**config.mk**
```make
export PLATFORM = sky130hd
export DESIGN_NAME = timer_counter
export DESIGN_NICKNAME = d
export VERILOG_FILES = /design/src/design/timer_pkg.sv /design/src/design/timer_counter.sv
export SDC_FILE = /design/constraint.sdc
export NUM_CORES = 1
export LEC_CHECK = 0
export BUFFER_PORTS_ARGS = -buffer_cell sky130_fd_sc_hd__buf_2
export CORE_MARGIN = 2
export CORE_UTILIZATION = 28
export CTS_CLUSTER_SIZE = 16
export DETAILED_ROUTE_END_ITERATION = 6
export GPL_TIMING_DRIVEN = 0
export SLEW_MARGIN = 30
export SYNTH_ARGS = -nofsm -noshare
export SYNTH_HDL_FRONTEND = slang
export SYNTH_SLANG_ARGS = --single-unit
```
**constraint.sdc**
```tcl
create_clock -name sys_clk_i -period 5.48 [get_ports sys_clk_i]
set_input_delay 0.274 -clock sys_clk_i [delete_from_list [all_inputs] [get_ports sys_clk_i]]
set_output_delay 0.274 -clock sys_clk_i [all_outputs]
set_load 0.03 [all_outputs]
```
**src/design/timer_pkg.sv**
```systemverilog
/*
 * Constants for the 8-bit timer/counter with buzzer and PWM outputs:
 * register indices, field positions, reset values, boundary masks and
 * prescaler shifts.
 * Assumes byte address = 4 * register index on a 32-bit Avalon-MM bus.
 */
package timer_pkg;

   // ************************************************
   // Bus geometry
   // ************************************************
   localparam int ADDR_W = 10;
   localparam int DATA_W = 32;
   localparam int BE_W = 4;

   // ************************************************
   // Register indices (byte address is four times these)
   // ************************************************
   localparam logic [7:0] IDX_TIMER0_MODE = 8'hD8;
   localparam logic [7:0] IDX_TIMER_MODE = 8'hDC;
   localparam logic [7:0] IDX_COUNT = 8'hDD;
   localparam logic [7:0] IDX_RELOAD = 8'hDE;
   localparam logic [7:0] IDX_IRQ_STATUS = 8'hE0;
   localparam logic [7:0] IDX_IRQ_MASK = 8'hE1;

   // ************************************************
   // Field positions
   // ************************************************
   localparam int MODE_RUN_BIT = 7;
   localparam int MODE_RATE_LSB = 4;
   localparam int MODE_RATE_W = 3;
   localparam int MODE_EXT_BIT = 3;
   localparam int MODE_ALOAD_BIT = 2;
   localparam int MODE_TOUT_BIT = 1;
   localparam int MODE_PWM_BIT = 0;
   localparam int T0_FAST_BIT = 3;
   localparam int IRQ_TIMER_BIT = 0;
   localparam int IRQ_SHARED_BIT = 1;
   localparam int IRQ_W = 2;

   // ************************************************
   // Reset values
   // ************************************************
   localparam logic [7:0] MODE_RESET = 8'h00;
   localparam logic [7:0] T0_RESET = 8'h00;
   localparam logic [7:0] COUNT_RESET = 8'h00;
   localparam logic [7:0] RELOAD_RESET = 8'h00;
   localparam logic [IRQ_W-1:0] IRQ_RESET = 2'h0;

   // ************************************************
   // Overflow boundaries as counter masks
   // ************************************************
   localparam logic [7:0] BOUND_256 = 8'hFF;
   localparam logic [7:0] BOUND_64 = 8'h3F;
   localparam logic [7:0] BOUND_32 = 8'h1F;
   localparam logic [7:0] BOUND_16 = 8'h0F;

   // ************************************************
   // Prescaler: system clock is the oscillator clock
   // ************************************************
   localparam int PRE_W = 10;
   localparam logic [3:0] FAST_TOP_SHIFT = 4'h7;
   localparam logic [3:0] CPU_DIV_SHIFT = 4'h2;
   localparam logic [3:0] SLOW_TOP_SHIFT = 4'h8;

endpackage

```
**src/design/timer_counter.sv**
```systemverilog
/*
 * 8-bit up-counting timer/counter with prescaled internal source,
 * external falling-edge event source, double-buffered auto-reload,
 * divide-by-two buzzer toggle output and PWM output, reached over an
 * Avalon-MM slave with waitrequest.
 * Assumes all inputs synchronous to sys_clk_i except the event pin,
 * which is synchronised here; sys_clk_i is the oscillator clock and
 * the instruction clock is a quarter of it.
 */
//
// Behaviour
// - Slow source: rate 000 gives cpu clock/256, halving to /2 at 111.
// - Fast source: rate 000 gives oscillator/128, down to /1 at 111.
// - Mode bit 7 stops the counter at 0, lets it count at 1.
// - External source: event counting, rate and fast select ignored.
// - External source: shared pin interrupt flag held at zero.
// - PWM boundary by reload and toggle bits: 256, 64, 32, 16.
// - Outside PWM the boundary is 256: overflow when the counter counts on from FF.
// - Auto-reload copies the holding reload value into counter on overflow.
// - Reload writes go to a holding buffer, active at next overflow.
// - PWM mode always reloads; reload bit only picks boundary.
// - Toggle enable outside PWM drives half overflow rate square wave, takes pin.
// - Clearing run stops counting, toggle output and PWM output.
// - Overflow keeps counting and sets the timer interrupt flag.
// - Event mode advances on each falling edge of the event pin.
// - PWM output high while counter below reference, low otherwise.
`timescale 1ns/1ps
module timer_counter
(
   input wire logic sys_clk_i,
   input wire logic reset_i,
   input wire logic [timer_pkg::ADDR_W-1:0] avs_address_i,
   input wire logic avs_read_i,
   input wire logic avs_write_i,
   input wire logic [timer_pkg::BE_W-1:0] avs_byteenable_i,
   input wire logic [timer_pkg::DATA_W-1:0] avs_writedata_i,
   output logic [timer_pkg::DATA_W-1:0] avs_readdata_o,
   output logic avs_waitrequest_o,
   input wire logic event_input_pin_i,
   output logic toggle_output_o,
   output logic pwm_output_o,
   output logic pin_function_o,
   output logic irq_o
);
   import timer_pkg::*;

   // ************************************************
   // Declarations
   // ************************************************
   logic [7:0] mode_q;
   logic [7:0] t0_mode_q;
   logic [7:0] count_q;
   logic [7:0] count_d;
   logic [7:0] holding_q;
   logic [7:0] active_q;
   logic [IRQ_W-1:0] status_q;
   logic [IRQ_W-1:0] status_d;
   logic [IRQ_W-1:0] mask_q;
   logic [PRE_W-1:0] pre_q;
   logic [PRE_W-1:0] pre_mask;
   logic [3:0] shift;
   logic [2:0] rate;
   logic tick;
   logic sync1_q;
   logic sync2_q;
   logic sync3_q;
   logic fall;
   logic run;
   logic ext_src;
   logic aload;
   logic tout;
   logic pwm_en;
   logic fast;
   logic reload_on;
   logic [7:0] bound;
   logic count_en;
   logic overflow;
   logic wait_q;
   logic [DATA_W-1:0] rdata_q;
   logic [DATA_W-1:0] rdata_d;
   logic [7:0] idx;
   logic req;
   logic take_wr;
   logic byte0_wr;
   logic toggle_q;
   logic pwm_q;
   logic pin_q;
   logic irq_q;

   // ************************************************
   // Mode field decode
   // ************************************************
   assign run = mode_q[MODE_RUN_BIT];
   assign rate = mode_q[MODE_RATE_LSB +: MODE_RATE_W];
   assign ext_src = mode_q[MODE_EXT_BIT];
   assign aload = mode_q[MODE_ALOAD_BIT];
   assign tout = mode_q[MODE_TOUT_BIT];
   assign pwm_en = mode_q[MODE_PWM_BIT];
   assign fast = t0_mode_q[T0_FAST_BIT];
   assign reload_on = aload | pwm_en;

   // ************************************************
   // Bus request decode
   // ************************************************
   assign idx = avs_address_i[ADDR_W-1:2];
   assign req = avs_read_i | avs_write_i;
   // Write lands at the edge where waitrequest is seen low
   assign take_wr = avs_write_i & ~wait_q;
   assign byte0_wr = take_wr & avs_byteenable_i[0];

   // ************************************************
   // Prescaler
   // ************************************************
   always_comb
   begin
      if (fast)
      begin
         shift = FAST_TOP_SHIFT - {1'b0, rate};
      end
      else
      begin
         shift = CPU_DIV_SHIFT + SLOW_TOP_SHIFT - {1'b0, rate};
      end
   end

   assign pre_mask = PRE_W'((32'h1 << shift) - 32'h1);
   // Single-cycle enable, no derived clock
   assign tick = (pre_q & pre_mask) == pre_mask;

   always_ff @(posedge sys_clk_i)
   begin
      if (reset_i)
      begin
         pre_q <= '0;
      end
      else
      begin
         pre_q <= pre_q + PRE_W'(1);
      end
   end

   // ************************************************
   // Event pin synchroniser and falling-edge detect
   // ************************************************
   always_ff @(posedge sys_clk_i)
   begin
      if (reset_i)
      begin
         sync1_q <= 1'b1;
         sync2_q <= 1'b1;
         sync3_q <= 1'b1;
      end
      else
      begin
         sync1_q <= event_input_pin_i;
         sync2_q <= sync1_q;
         sync3_q <= sync2_q;
      end
   end

   assign fall = sync3_q & ~sync2_q;

   // ************************************************
   // Count enable and overflow
   // ************************************************
   // Rate and fast select only reach the internal branch
   assign count_en = run & (ext_src ? fall : tick);

   always_comb
   begin
      if (!pwm_en)
      begin
         bound = BOUND_256;
      end
      else
      begin
         case ({aload, tout})
            2'b00: bound = BOUND_256;
            2'b01: bound = BOUND_64;
            2'b10: bound = BOUND_32;
            default: bound = BOUND_16;
         endcase
      end
   end

   assign overflow = count_en & ((count_q & bound) == bound);

   always_comb
   begin
      if (byte0_wr && idx == IDX_COUNT)
      begin
         count_d = avs_writedata_i[7:0];
      end
      else if (overflow && reload_on)
      begin
         count_d = holding_q;
      end
      else if (count_en)
      begin
         count_d = count_q + 8'h01;
      end
      else
      begin
         count_d = count_q;
      end
   end

   always_ff @(posedge sys_clk_i)
   begin
      if (reset_i)
      begin
         count_q <= COUNT_RESET;
      end
      else
      begin
         count_q <= count_d;
      end
   end

   // ************************************************
   // Reload double buffer
   // ************************************************
   always_ff @(posedge sys_clk_i)
   begin
      if (reset_i)
      begin
         holding_q <= RELOAD_RESET;
      end
      else if (byte0_wr && idx == IDX_RELOAD)
      begin
         holding_q <= avs_writedata_i[7:0];
      end
   end

   always_ff @(posedge sys_clk_i)
   begin
      if (reset_i)
      begin
         active_q <= RELOAD_RESET;
      end
      else if (overflow)
      begin
         active_q <= holding_q;
      end
   end

   // ************************************************
   // Mode registers
   // ************************************************
   always_ff @(posedge sys_clk_i)
   begin
      if (reset_i)
      begin
         mode_q <= MODE_RESET;
      end
      else if (byte0_wr && idx == IDX_TIMER_MODE)
      begin
         mode_q <= avs_writedata_i[7:0];
      end
   end

   always_ff @(posedge sys_clk_i)
   begin
      if (reset_i)
      begin
         t0_mode_q <= T0_RESET;
      end
      else if (byte0_wr && idx == IDX_TIMER0_MODE)
      begin
         t0_mode_q <= avs_writedata_i[7:0];
      end
   end

   // ************************************************
   // Buzzer and PWM outputs
   // ************************************************
   always_ff @(posedge sys_clk_i)
   begin
      if (reset_i)
      begin
         toggle_q <= 1'b0;
      end
      else if (!run || !tout || pwm_en)
      begin
         toggle_q <= 1'b0;
      end
      else if (overflow)
      begin
         toggle_q <= ~toggle_q;
      end
   end

   always_ff @(posedge sys_clk_i)
   begin
      if (reset_i)
      begin
         pwm_q <= 1'b0;
      end
      else
      begin
         pwm_q <= run & pwm_en & (count_q < active_q);
      end
   end

   always_ff @(posedge sys_clk_i)
   begin
      if (reset_i)
      begin
         pin_q <= 1'b0;
      end
      else
      begin
         // Shared pin leaves general-purpose use
         pin_q <= pwm_en | tout;
      end
   end

   // ************************************************
   // Interrupt status and mask
   // ************************************************
   always_comb
   begin
      status_d = status_q;
      if (take_wr && idx == IDX_IRQ_STATUS)
      begin
         status_d = status_q & ~avs_writedata_i[IRQ_W-1:0];
      end
      // Set wins over a clear in the same cycle
      if (overflow)
      begin
         status_d[IRQ_TIMER_BIT] = 1'b1;
      end
      if (fall && !ext_src)
      begin
         status_d[IRQ_SHARED_BIT] = 1'b1;
      end
      if (ext_src)
      begin
         status_d[IRQ_SHARED_BIT] = 1'b0;
      end
   end

   always_ff @(posedge sys_clk_i)
   begin
      if (reset_i)
      begin
         status_q <= IRQ_RESET;
      end
      else
      begin
         status_q <= status_d;
      end
   end

   always_ff @(posedge sys_clk_i)
   begin
      if (reset_i)
      begin
         mask_q <= IRQ_RESET;
      end
      else if (take_wr && idx == IDX_IRQ_MASK)
      begin
         mask_q <= avs_writedata_i[IRQ_W-1:0];
      end
   end

   always_ff @(posedge sys_clk_i)
   begin
      if (reset_i)
      begin
         irq_q <= 1'b0;
      end
      else
      begin
         irq_q <= |(status_d & mask_q);
      end
   end

   // ************************************************
   // Bus slave: one wait cycle, then answer
   // ************************************************
   always_comb
   begin
      rdata_d = '0;
      if (idx == IDX_TIMER_MODE)
      begin
         rdata_d[7:0] = mode_q;
      end
      else if (idx == IDX_TIMER0_MODE)
      begin
         rdata_d[7:0] = t0_mode_q;
      end
      else if (idx == IDX_COUNT)
      begin
         rdata_d[7:0] = count_q;
      end
      else if (idx == IDX_IRQ_STATUS)
      begin
         rdata_d[IRQ_W-1:0] = status_q;
      end
      else if (idx == IDX_IRQ_MASK)
      begin
         rdata_d[IRQ_W-1:0] = mask_q;
      end
   end

   always_ff @(posedge sys_clk_i)
   begin
      if (reset_i)
      begin
         wait_q <= 1'b1;
      end
      else
      begin
         wait_q <= ~(req & wait_q);
      end
   end

   always_ff @(posedge sys_clk_i)
   begin
      if (reset_i)
      begin
         rdata_q <= '0;
      end
      else if (avs_read_i && wait_q)
      begin
         rdata_q <= rdata_d;
      end
   end

   // ************************************************
   // Outputs
   // ************************************************
   assign avs_readdata_o = rdata_q;
   assign avs_waitrequest_o = wait_q;
   assign toggle_output_o = toggle_q;
   assign pwm_output_o = pwm_q;
   assign pin_function_o = pin_q;
   assign irq_o = irq_q;

endmodule

```
==> key figures, run 1 <==
Run status
  – Outcome: finished clean

Yosys
  – Compound-Gate Fraction of Synth Area: roughly 17%
  – YS warnings: 0
  – Number of synthesized flops with an enable pin: 0
  – Yosys top cell by area: dfxtp_1
  – Sequential area share after synthesis: approximately 37%
  – Post-Synthesis Cells: roughly 450
  – Average size of a mapped cell: between 8 and 9 sq um
  – #FFs+latches synth: 70
  – Main combinational cell family by area after synthesis: simple AND/OR/NAND/NOR gates
  – Largest cells by area after synthesis: dfxtp_1 (37%), mux2i_1 (8.1%), nor2_1 (6.0%)
  – Async SR Flop Fraction: 0%
  – Synth Area in Simple Gates: between 20% and 30%
  – Post-synthesis adder-cell area fraction: slightly below 4%
  – Primary FF master, synth: dfxtp_1
  – Mapped Area: between 3000 and 4000 sq um
  – Post-Synth XOR/XNOR Area: 2.29%
  – Post-synth cell types: 65
  – Mux cell area share after synthesis: 8.39%
  – Post-synth top area share: 36.6%

CTS
  – TritonCTS Sinks: 70
  – CTS clock-pin slew for the worst setup and hold paths: ~0.06 ns
  – CTS Buffer Depth: 2
  – Post-CTS Setup Repair Bufs: 0
  – Root buf cell: clkbuf_16
  – CTS Buf Count: 9
  – CTS Hold Bufs: 0
  – CTS resizes: 0
  – # H-tree levels: 3
  – Worst skew pair latency: 0.33 ns
  – Clock tree from TritonCTS: done

Timing
  – Final worst slack: 1.80 ns
  – Hold Vio Cnt, Final: 0
  – TNS Setup: 0 ns
  – Max-slew violations: 0
  – Worst Max-Slew Pin Slew: ~0.84 ns
  – # setup viols final: 0
  – Worst relative slew slack: a little over two fifths
  – Min cycle time layout: ~3.7 ns
  – Clk_skew: slightly below 0.009 ns
  – F_max: ~0.27 GHz
  – RSZ-0062 raised after global routing: false
  – Fin crit share: 67.2%

Final layout
  – Most common cell after layout, fill and taps aside: dfxtp_1
  – Antenna diodes: 0
  – Most frequent cells in the layout: dfxtp_1 (70), nor2_1 (61), buf_2 (39)
  – Layout area overhead: 20.3%
  – Final nets: roughly 570
  – Share of cells above drive strength 1: 18.0%
  – Filler instances: 1392

Drt
  – DR pass1 iterations: 6
  – Vias per cell: 4.89
  – Final wirelength: slightly below 10 mm
  – Routed vias: between 3000 and 4000
  – DRC: 0
  – Final antenna-violating net count: 0
  – Detailed-route wire length per cell: about 14 um
  – Initial DRC count: around 290

Critical path
  – Origin of the worst setup path: mode_q[4]
  – Max incr delay on CP: approximately 0.45 ns
  – Length in cells of the worst reg-to-reg path: 14
  – Kind of end point of the critical path: flop
  – Crit-path slowest cell: dfxtp_1
  – CP required: 5.72 ns
  – Largest fanout on the critical path: 10
  – CP arrival: just under 4 ns
  – Critical path startpoint category: flop
  – Worst path cell trace: ha_1, buf_2, o21a_1, a31oi_1, or3_1, ha_1, nand2b_1, o21ai_1, a221o_1, a2111oi_2, a31o_2, nand2_2, xor2_1, nor4b_2
  – CP bufs+invs: 1
  – RR Startpoint: mode_q[4]
  – Worst R2R End: toggle_output_o
  – CP dominant cell by count: ha_1
  – Reg2Reg Setup Slack: 1.80 ns
  – Worst path depth: 14
  – Cell family with most CP delay: compound AO/OA/AOI/OAI gates
  – CP Capture Point: toggle_output_o
  – CP Class: flop to flop

Pwr
  – Pleak: ~0.0018 uW
  – Maximum vdd ir drop: 0.151 mV
  – PD cells: between 200 and 300 nW/um^2

Place
  – Number of port buffers: 31
  – Setup WS pre-CTS: 1.81 ns
  – Placed wire-length estimate: 7.35 mm
  – RePlAce Congestion: between 0.8 and 0.9

Floorplanning
  – # rows: 42
  – Core ar.: ~13000 sq um
  – Starting Density: between 20% and 30%
  – Die Span Y: about 120 um
  – Io pins: 88
  – DIE AREA: 14600 sq um
  – Die Wd: around 120 um

Global route
  – GR Overflow Total: 0
  – GRT Overall Usage: between 10% and 20%
  – Number of global-route vias before repair: approximately 3200
  – Initial antenna violation count: 0
  – First-pass GRT wire length: around 16 mm
  – Largest net degree at the start of global routing: 13

Hold path
  – Worst Hold Class: primary input to flop

Flow run
  – Total of max-cap violations: 0
==> layout make-up <==
cell class | instances | area, sq um | area share, %
Buffer | 52 | 307 | 6.65
Tap cell | 176 | 220 | 4.78
Timing Repair Buffer | 31 | 155 | 3.36
Multi-Input combinational cell | 335 | 2170 | 47.1
Clock inverter | 4 | 55.1 | 1.19
Sequential cell | 70 | 1400 | 30.4
Clock buffer | 11 | 253 | 5.48
Inverter | 13 | 48.8 | 1.06
==> per-layer routing <==
layer  share of wire [%]  vias to the layer above  wire (um)  GRT usage, %
met1                  46                     1568       4450          18.7
met3                 5.2                       26        503          2.30
met5                   0                        -          0             0
met4                 2.0                        0        197          5.16
li1                    -                     1682          -             -
met2                  47                      109       4590          22.3
==> where the power goes <==
part / internal, uW / leakage (uW) / switching, uW
Clock: 377 / 0.000148 / 220
Combinational: 30.1 / 0.00105 / 64.6
Sequential: 517 / 0.000567 / 4.91
Total: 924 / 0.00176 / 290
==> worst min path at each step <==
stage          cells after the start              start       to
6_report                           2  event_input_pin_i  sync1_q
5_1_grt                            2  event_input_pin_i  sync1_q
4_1_cts                            2  event_input_pin_i  sync1_q
3_5_place_dp                       1            sync1_q  sync2_q
3_3_place_gp                       1            sync1_q  sync2_q
2_1_floorplan                      1  event_input_pin_i  sync1_q
==> Yosys cell counts, drive strengths merged, types with 2 or more instances <==
master,count
a311oi,2
and3b,3
xnor2,4
nor4bb,2
mux2i,31
buf,36
ha,11
nor3b,4
a2111oi,4
a21oi,18
o31ai,3
or2,3
nor4,2
o21ai,14
o21a,3
a21o,7
nand2,28
nor2b,9
nand3,17
a211oi,13
nor4b,5
nor2,62
a22o,3
nand4,4
nor3,4
a222oi,6
nand3b,2
and3,10
clkbuf,16
a31oi,4
xor2,6
dfxtp,70
o211ai,4
inv,13
nand2b,3
and4,3
==> cells by family after synthesis <==
kind of cell / count (synthesis)
and+or+nand+nor: 166
adders and majority gates: 12
buffers and inverters: 65
other: 1
AOI/OAI and AO/OA: 91
xor gates and xnor gates: 10
muxes: 32
DFF: 70
==> registers in the layout (all words and copies together) (netlist names) <==
name               cells
t0_mode_q              8
sync1_q                1
status_q               2
active_q               8
pin_function_o         1
mode_q                 8
toggle_output_o        1
sync3_q                1
pwm_output_o           1
pre_q                 10
avs_waitrequest_o      1
irq_o                  1
sync2_q                1
avs_readdata_o         8
count_q                8
mask_q                 2
holding_q              8
==> per-stage QoR <==
step	total power [uW]	util (%)	hold WS, ns	area, sq um	cells
2_1_floorplan	600	-	0.378	3920	470
3_3_place_gp	626	32.3	0.393	4290	677
3_5_place_dp	628	32.4	0.394	4300	677
4_1_cts	1220	34.7	0.147	4610	692
5_1_grt	1260	34.7	0.142	4610	692
6_report	1210	34.7	0.145	4610	692
(Power assumes the default switching activity.)
==> run 2: changes to the inputs <==
clock period = 3.27 ns   (was 5.48 ns; I/O delays follow)
==> key figures, run 2 (same netlist as run 1, synthesis figures left out) <==
Run status
  – Outcome: finished clean (unchanged)

Hold path
  – Worst Hold Class: primary input to flop (unchanged)

Timing
  – Fin crit share: 96.1% (was 67.2%)
  – Max-slew violations: 0 (unchanged)
  – Worst Max-Slew Pin Slew: 0.834 ns (was 0.838 ns)
  – Clk_skew: 0.00940 ns (was 0.00877 ns)
  – Min cycle time layout: 3.14 ns (was 3.68 ns)
  – Worst relative slew slack: 44.0% (was 43.7%)
  – # setup viols final: 0 (unchanged)
  – F_max: 0.318 GHz (was 0.272 GHz)
  – Hold Vio Cnt, Final: 0 (unchanged)

Place
  – Placed wire-length estimate: 7.35 mm (unchanged)
  – Dpl cell area: 4300 sq um (unchanged)
  – RePlAce Congestion: 0.858 (unchanged)
  – Placed Instances: 677 (unchanged)
  – Number of port buffers: 31 (unchanged)

CTS
  – # H-tree levels: 3 (unchanged)
  – Clock tree from TritonCTS: done (unchanged)
  – CTS Buf Count: 9 (unchanged)
  – CTS clock-pin slew for the worst setup and hold paths: 0.06 ns (about the same)
  – CTS Hold Bufs: 0 (unchanged)
  – CTS Buffer Depth: 2 (unchanged)
  – TritonCTS Sinks: 70 (unchanged)
  – Worst skew pair latency: 0.33 ns (about the same)
  – Root buf cell: clkbuf_16 (unchanged)

Final layout
  – Filler instances: 1365 (was 1392)
  – Number of flip-flops in the largest register: 10 (unchanged)
  – Layout Cells excl Fill: 695 (was 692)
  – Final instance area: 4750 sq um (was 4610 sq um)
  – Most frequent cells in the layout: dfxtp_1 (68), nor2_1 (61), buf_2 (36) (was dfxtp_1 (70), nor2_1 (61), buf_2 (39))
  – Layout area overhead: 23.9% (was 20.3%)
  – Antenna diodes: 0 (unchanged)
  – Largest reg by FF count: pre_q (unchanged)
  – Most common cell after layout, fill and taps aside: dfxtp_1 (unchanged)
  – Final nets: 577 (was 574)
  – Share of cells above drive strength 1: 20.4% (was 18.0%)

Global route
  – First-pass GRT wire length: 16.3 mm (was 16.1 mm)
  – GR Overflow Total: 0 (unchanged)
  – GRT Overall Usage: 14.1% (was 13.9%)
  – Initial antenna violation count: 0 (unchanged)
  – GRT Max-Usage Layer: met2 (unchanged)
  – GR met2 Demand/Resource: 22.6% (was 22.3%)
  – Global routing usage on met1: 19.0% (was 18.7%)
  – Largest net degree at the start of global routing: 13 (unchanged)
  – Number of global-route vias before repair: 3176 (was 3170)
  – Routing usage on met3: 2.30% (unchanged)

Floorplanning
  – Starting Density: 28.8% (unchanged)
  – Io pins: 88 (unchanged)
  – # rows: 42 (unchanged)
  – Die Wd: 121 um (unchanged)
  – Core ar.: 13300 sq um (unchanged)
  – DIE AREA: 14600 sq um (unchanged)
  – Die Span Y: 121 um (unchanged)

Drt
  – Routed vias: 3386 (was 3385)
  – DR pass1 iterations: 5 (was 6)
  – Final antenna-violating net count: 0 (unchanged)
  – Vias per cell: 4.87 (was 4.89)
  – Initial DRC count: 250 (was 289)
  – Final wirelength: 9.97 mm (was 9.74 mm)
  – Detailed-route wire length per cell: 14.3 um (was 14.1 um)
  – DRC: 0 (unchanged)

Critical path
  – CP Class: flop to flop (unchanged)
  – CP arrival: 3.33 ns (was 3.92 ns)
  – Kind of end point of the critical path: flop (unchanged)
  – CP required: 3.46 ns (was 5.72 ns)
  – Critical path startpoint category: flop (unchanged)
  – Largest fanout on the critical path: 10 (unchanged)

Pwr
  – Maximum vdd ir drop: 0.254 mV (was 0.151 mV)
  – Final Total Pwr: 2030 uW (was 1210 uW)
  – Pleak: 0.00181 uW (was 0.00176 uW)
  – PD cells: 429 nW/um^2 (was 263 nW/um^2)

Flow run
  – Total of max-cap violations: 0 (unchanged)
run 2: through the flow:
step | util, % | worst slack (ns) | TNS, ns | hold WS (ns)
3_3_place_gp | 32.3 | -0.289 | -2.79 | 0.366
5_1_grt | 35.7 | -0.0484 | -0.174 | 0.0314
2_1_floorplan | - | 0.108 | 0 | 0.267
3_5_place_dp | 32.4 | -0.399 | -4.42 | 0.373
4_1_cts | 35.2 | 0.0240 | 0 | 0.0366
6_report | 35.7 | 0.128 | 0 | 0.0343
run 2: path summary, 6_finish.rpt:
kind                     start         end  slack [ns]  depth (start not counted)
max               t0_mode_q[3]  count_q[5]        0.13                         13
min          event_input_pin_i     sync1_q        0.03                          2
max reg2reg       t0_mode_q[3]  count_q[5]        0.13                         13
min reg2reg            sync1_q     sync2_q        0.41                          1
run 2: per-layer routing:
layer / vias up / share of wire, %
li1: 1698 / -
met1: 1568 / 46
met2: 103 / 47
met3: 17 / 5.3
met4: 0 / 1.7
met5: - / 0
run 2: layout make-up:
type | instances | area, sq um | share of cell area, %
repair buffers | 35 | 198 | 4.16
well taps | 176 | 220 | 4.64
multi-input cells | 335 | 2250 | 47.4
inverters | 13 | 48.8 | 1.03
clock buffers | 11 | 253 | 5.32
clock inverters | 4 | 55.1 | 1.16
plain buffers | 51 | 312 | 6.56
flip-flops and latches | 70 | 1410 | 29.7
run 2: critical path: stages, from the launching register on:
cell	delay [ns]
dfxtp_1	0.39
buf_4	0.20
nor2_1	0.09
and3_1	0.18
o21ai_1	0.35
ha_4	0.26
nor3_1	0.07
a2111oi_1	0.45
a31oi_2	0.18
a31o_2	0.29
buf_6	0.14
a21boi_2	0.14
o21ai_1	0.17
a211oi_2	0.08
run 2: power by group:
group	internal, uW	switching, uW
clock	632	371
sequential	864	8.18
combinational	50.5	109
total	1550	488
run 2: timing repair:
action	in CTS	in global routing
cloned	1	0
setup endpoints to repair	19	18
gates resized for setup	11	13
pin swaps	2	6
setup buffers	2	1
endpoints found under the hold margin	0	0
==> run 3: changes to the inputs <==
CTS_BUF_LIST = sky130_fd_sc_hd__clkbuf_8   (was unset)
SKIP_LAST_GASP = 1   (was unset)
==> key figures, run 3 (same netlist as run 1, synthesis figures left out) <==
CTS
  – # H-tree levels: 3 (unchanged)
  – CTS clock-pin slew for the worst setup and hold paths: 0.08 ns (was 0.06 ns)
  – CTS Buf Count: 9 (unchanged)
  – Root buf cell: clkbuf_8 (was clkbuf_16)
  – CTS Hold Bufs: 0 (unchanged)
  – Worst skew pair latency: 0.36 ns (was 0.33 ns)
  – TritonCTS Sinks: 70 (unchanged)
  – CTS Buffer Depth: 2 (unchanged)
  – Clock tree from TritonCTS: done (unchanged)

Pwr
  – Comb pwr share: 9.0% (was 7.8%)
  – PD cells: 380 nW/um^2 (was 429 nW/um^2)
  – Sequential share of power: 49.3% (was 42.9%)
  – Clock power frac: 41.6% (was 49.3%)
  – NetSw: 459 uW (was 488 uW)
  – Pleak: 0.00175 uW (was 0.00181 uW)
  – Pint: 1310 uW (was 1550 uW)
  – Sw Ratio: 26.0% (was 24.0%)
  – Maximum vdd ir drop: 0.164 mV (was 0.254 mV)

Drt
  – DR pass1 iterations: 6 (was 5)
  – DRC: 0 (unchanged)
  – Initial DRC count: 286 (was 250)
  – Detailed-route wire length per cell: 14.2 um (was 14.3 um)
  – Final wirelength: 9.90 mm (was 9.97 mm)
  – Routed vias: 3389 (was 3386)
  – Final antenna-violating net count: 0 (unchanged)
  – Vias per cell: 4.88 (was 4.87)

Timing
  – Min cycle time layout: 3.15 ns (was 3.14 ns)
  – # setup viols final: 0 (unchanged)
  – Worst Max-Slew Pin Slew: 0.852 ns (was 0.834 ns)
  – Worst relative slew slack: 42.7% (was 44.0%)
  – F_max: 0.318 GHz (about the same)
  – Clk_skew: 0.0140 ns (was 0.00940 ns)
  – TNS Setup: 0 ns (unchanged)
  – Max-slew violations: 0 (unchanged)
  – Fin crit share: 96.3% (was 96.1%)
  – Hold Vio Cnt, Final: 0 (unchanged)

Run status
  – Outcome: finished clean (unchanged)

Flow run
  – Total of max-cap violations: 0 (unchanged)

Critical path
  – Reg2Reg Setup Slack: 0.12 ns (was 0.13 ns)
  – Kind of end point of the critical path: flop (unchanged)
  – CP arrival: 3.41 ns (was 3.33 ns)
  – CP Class: flop to flop (unchanged)
  – Length in cells of the worst reg-to-reg path: 14 (was 13)
  – Critical path startpoint category: flop (unchanged)
  – Largest fanout on the critical path: 10 (unchanged)
  – CP required: 3.53 ns (was 3.46 ns)

Global route
  – Largest net degree at the start of global routing: 13 (unchanged)
  – Initial antenna violation count: 0 (unchanged)
  – Number of global-route vias before repair: 3133 (was 3176)
  – First-pass GRT wire length: 16.1 mm (was 16.3 mm)
  – GRT Overall Usage: 13.9% (was 14.1%)
  – GR Overflow Total: 0 (unchanged)

Place
  – Placed Instances: 677 (unchanged)
  – Number of port buffers: 31 (unchanged)
  – Placed wire-length estimate: 7.35 mm (unchanged)
  – RePlAce Congestion: 0.858 (unchanged)

Final layout
  – Most common cell after layout, fill and taps aside: dfxtp_1 (unchanged)
  – Antenna diodes: 0 (unchanged)
  – Final nets: 577 (unchanged)
  – Layout area overhead: 21.4% (was 23.9%)
  – Number of flip-flops in the largest register: 10 (unchanged)
  – Layout Cells excl Fill: 695 (unchanged)
  – Share of cells above drive strength 1: 20.8% (was 20.4%)
  – Most frequent cells in the layout: dfxtp_1 (68), nor2_1 (61), buf_2 (37) (was dfxtp_1 (68), nor2_1 (61), buf_2 (36))
  – Largest reg by FF count: pre_q (unchanged)

Floorplanning
  – Starting Density: 28.8% (unchanged)
  – # rows: 42 (unchanged)
  – DIE AREA: 14600 sq um (unchanged)
  – Core ar.: 13300 sq um (unchanged)
  – Die Wd: 121 um (unchanged)
  – Die Span Y: 121 um (unchanged)
  – Io pins: 88 (unchanged)

Hold path
  – Worst Hold Class: primary input to flop (unchanged)
  – Min-Delay Path Depth: 2 (unchanged)
[run 3: cell types whose count changed in the layout (fill, tap and decap cells not counted), sizes merged]
cell,change
buf,-1
clkbuf,+1
[run 3: worst paths after layout]
kind | endpoint | startpoint
max | count_q[7] | mode_q[4]
min reg2reg | sync2_q | sync1_q
min | avs_waitrequest_o | avs_read_i
max reg2reg | count_q[7] | mode_q[4]
[run 3: power by group through the flow]
stage / Sequential [uW] / Clock [uW] / Combinational (uW)
floorplan: 907 / 0 / 99.4
global placement: 893 / 0 / 156
detailed placement: 894 / 0 / 159
CTS: 872 / 752 / 159
global route: 874 / 795 / 174
finish: 871 / 736 / 160
[run 3: final cells by class]
class                   instances  area, sq um
plain buffers                  51          312
clock buffers                  11          151
clock inverters                 4         55.1
fillers                      1377         8640
inverters                      13         48.8
multi-input cells             335         2280
flip-flops and latches         70         1410
well taps                     176          220
repair buffers                 35          183
[run 3: critical path: stages, from the launching register on]
cell	delay (ns)
dfxtp_4	0.38
ha_4	0.18
buf_6	0.14
o21a_1	0.13
a31oi_2	0.06
or3_4	0.36
ha_4	0.20
nand2b_1	0.07
o21ai_1	0.06
a221o_1	0.37
a2111oi_4	0.30
a31o_4	0.26
clkbuf_4	0.23
nand2_1	0.06
a311oi_1	0.25
[run 3: timing repair]
action	CTS	global route
resized for setup	10	16
cloned	0	1
setup endpoints to repair	19	18
buffers inserted	1	2
pin swaps	2	6
[run 3: metal layers]
| layer | global-route usage [%] | vias to the layer above | wire length (um) |
|---|---|---|---|
| met1 | 18.7 | 1586 | 4500 |
| met5 | 0 | - | 0 |
| met3 | 2.58 | 13 | 490 |
| li1 | - | 1689 | - |
| met2 | 22.2 | 101 | 4760 |
| met4 | 4.72 | 0 | 154 |
[run 3: per-stage QoR]
step | instance area, sq um | hold slack (ns) | util (%) | total power (uW) | setup WS (ns)
floorplan | 3920 | 0.267 | - | 1010 | 0.108
global placement | 4290 | 0.366 | 32.3 | 1050 | -0.289
detailed placement | 4300 | 0.373 | 32.4 | 1050 | -0.399
CTS | 4550 | 0.00827 | 34.2 | 1780 | 0.0259
global route | 4650 | 0.000210 | 35.0 | 1840 | -0.0323
finish | 4650 | 0.0112 | 35.0 | 1770 | 0.121
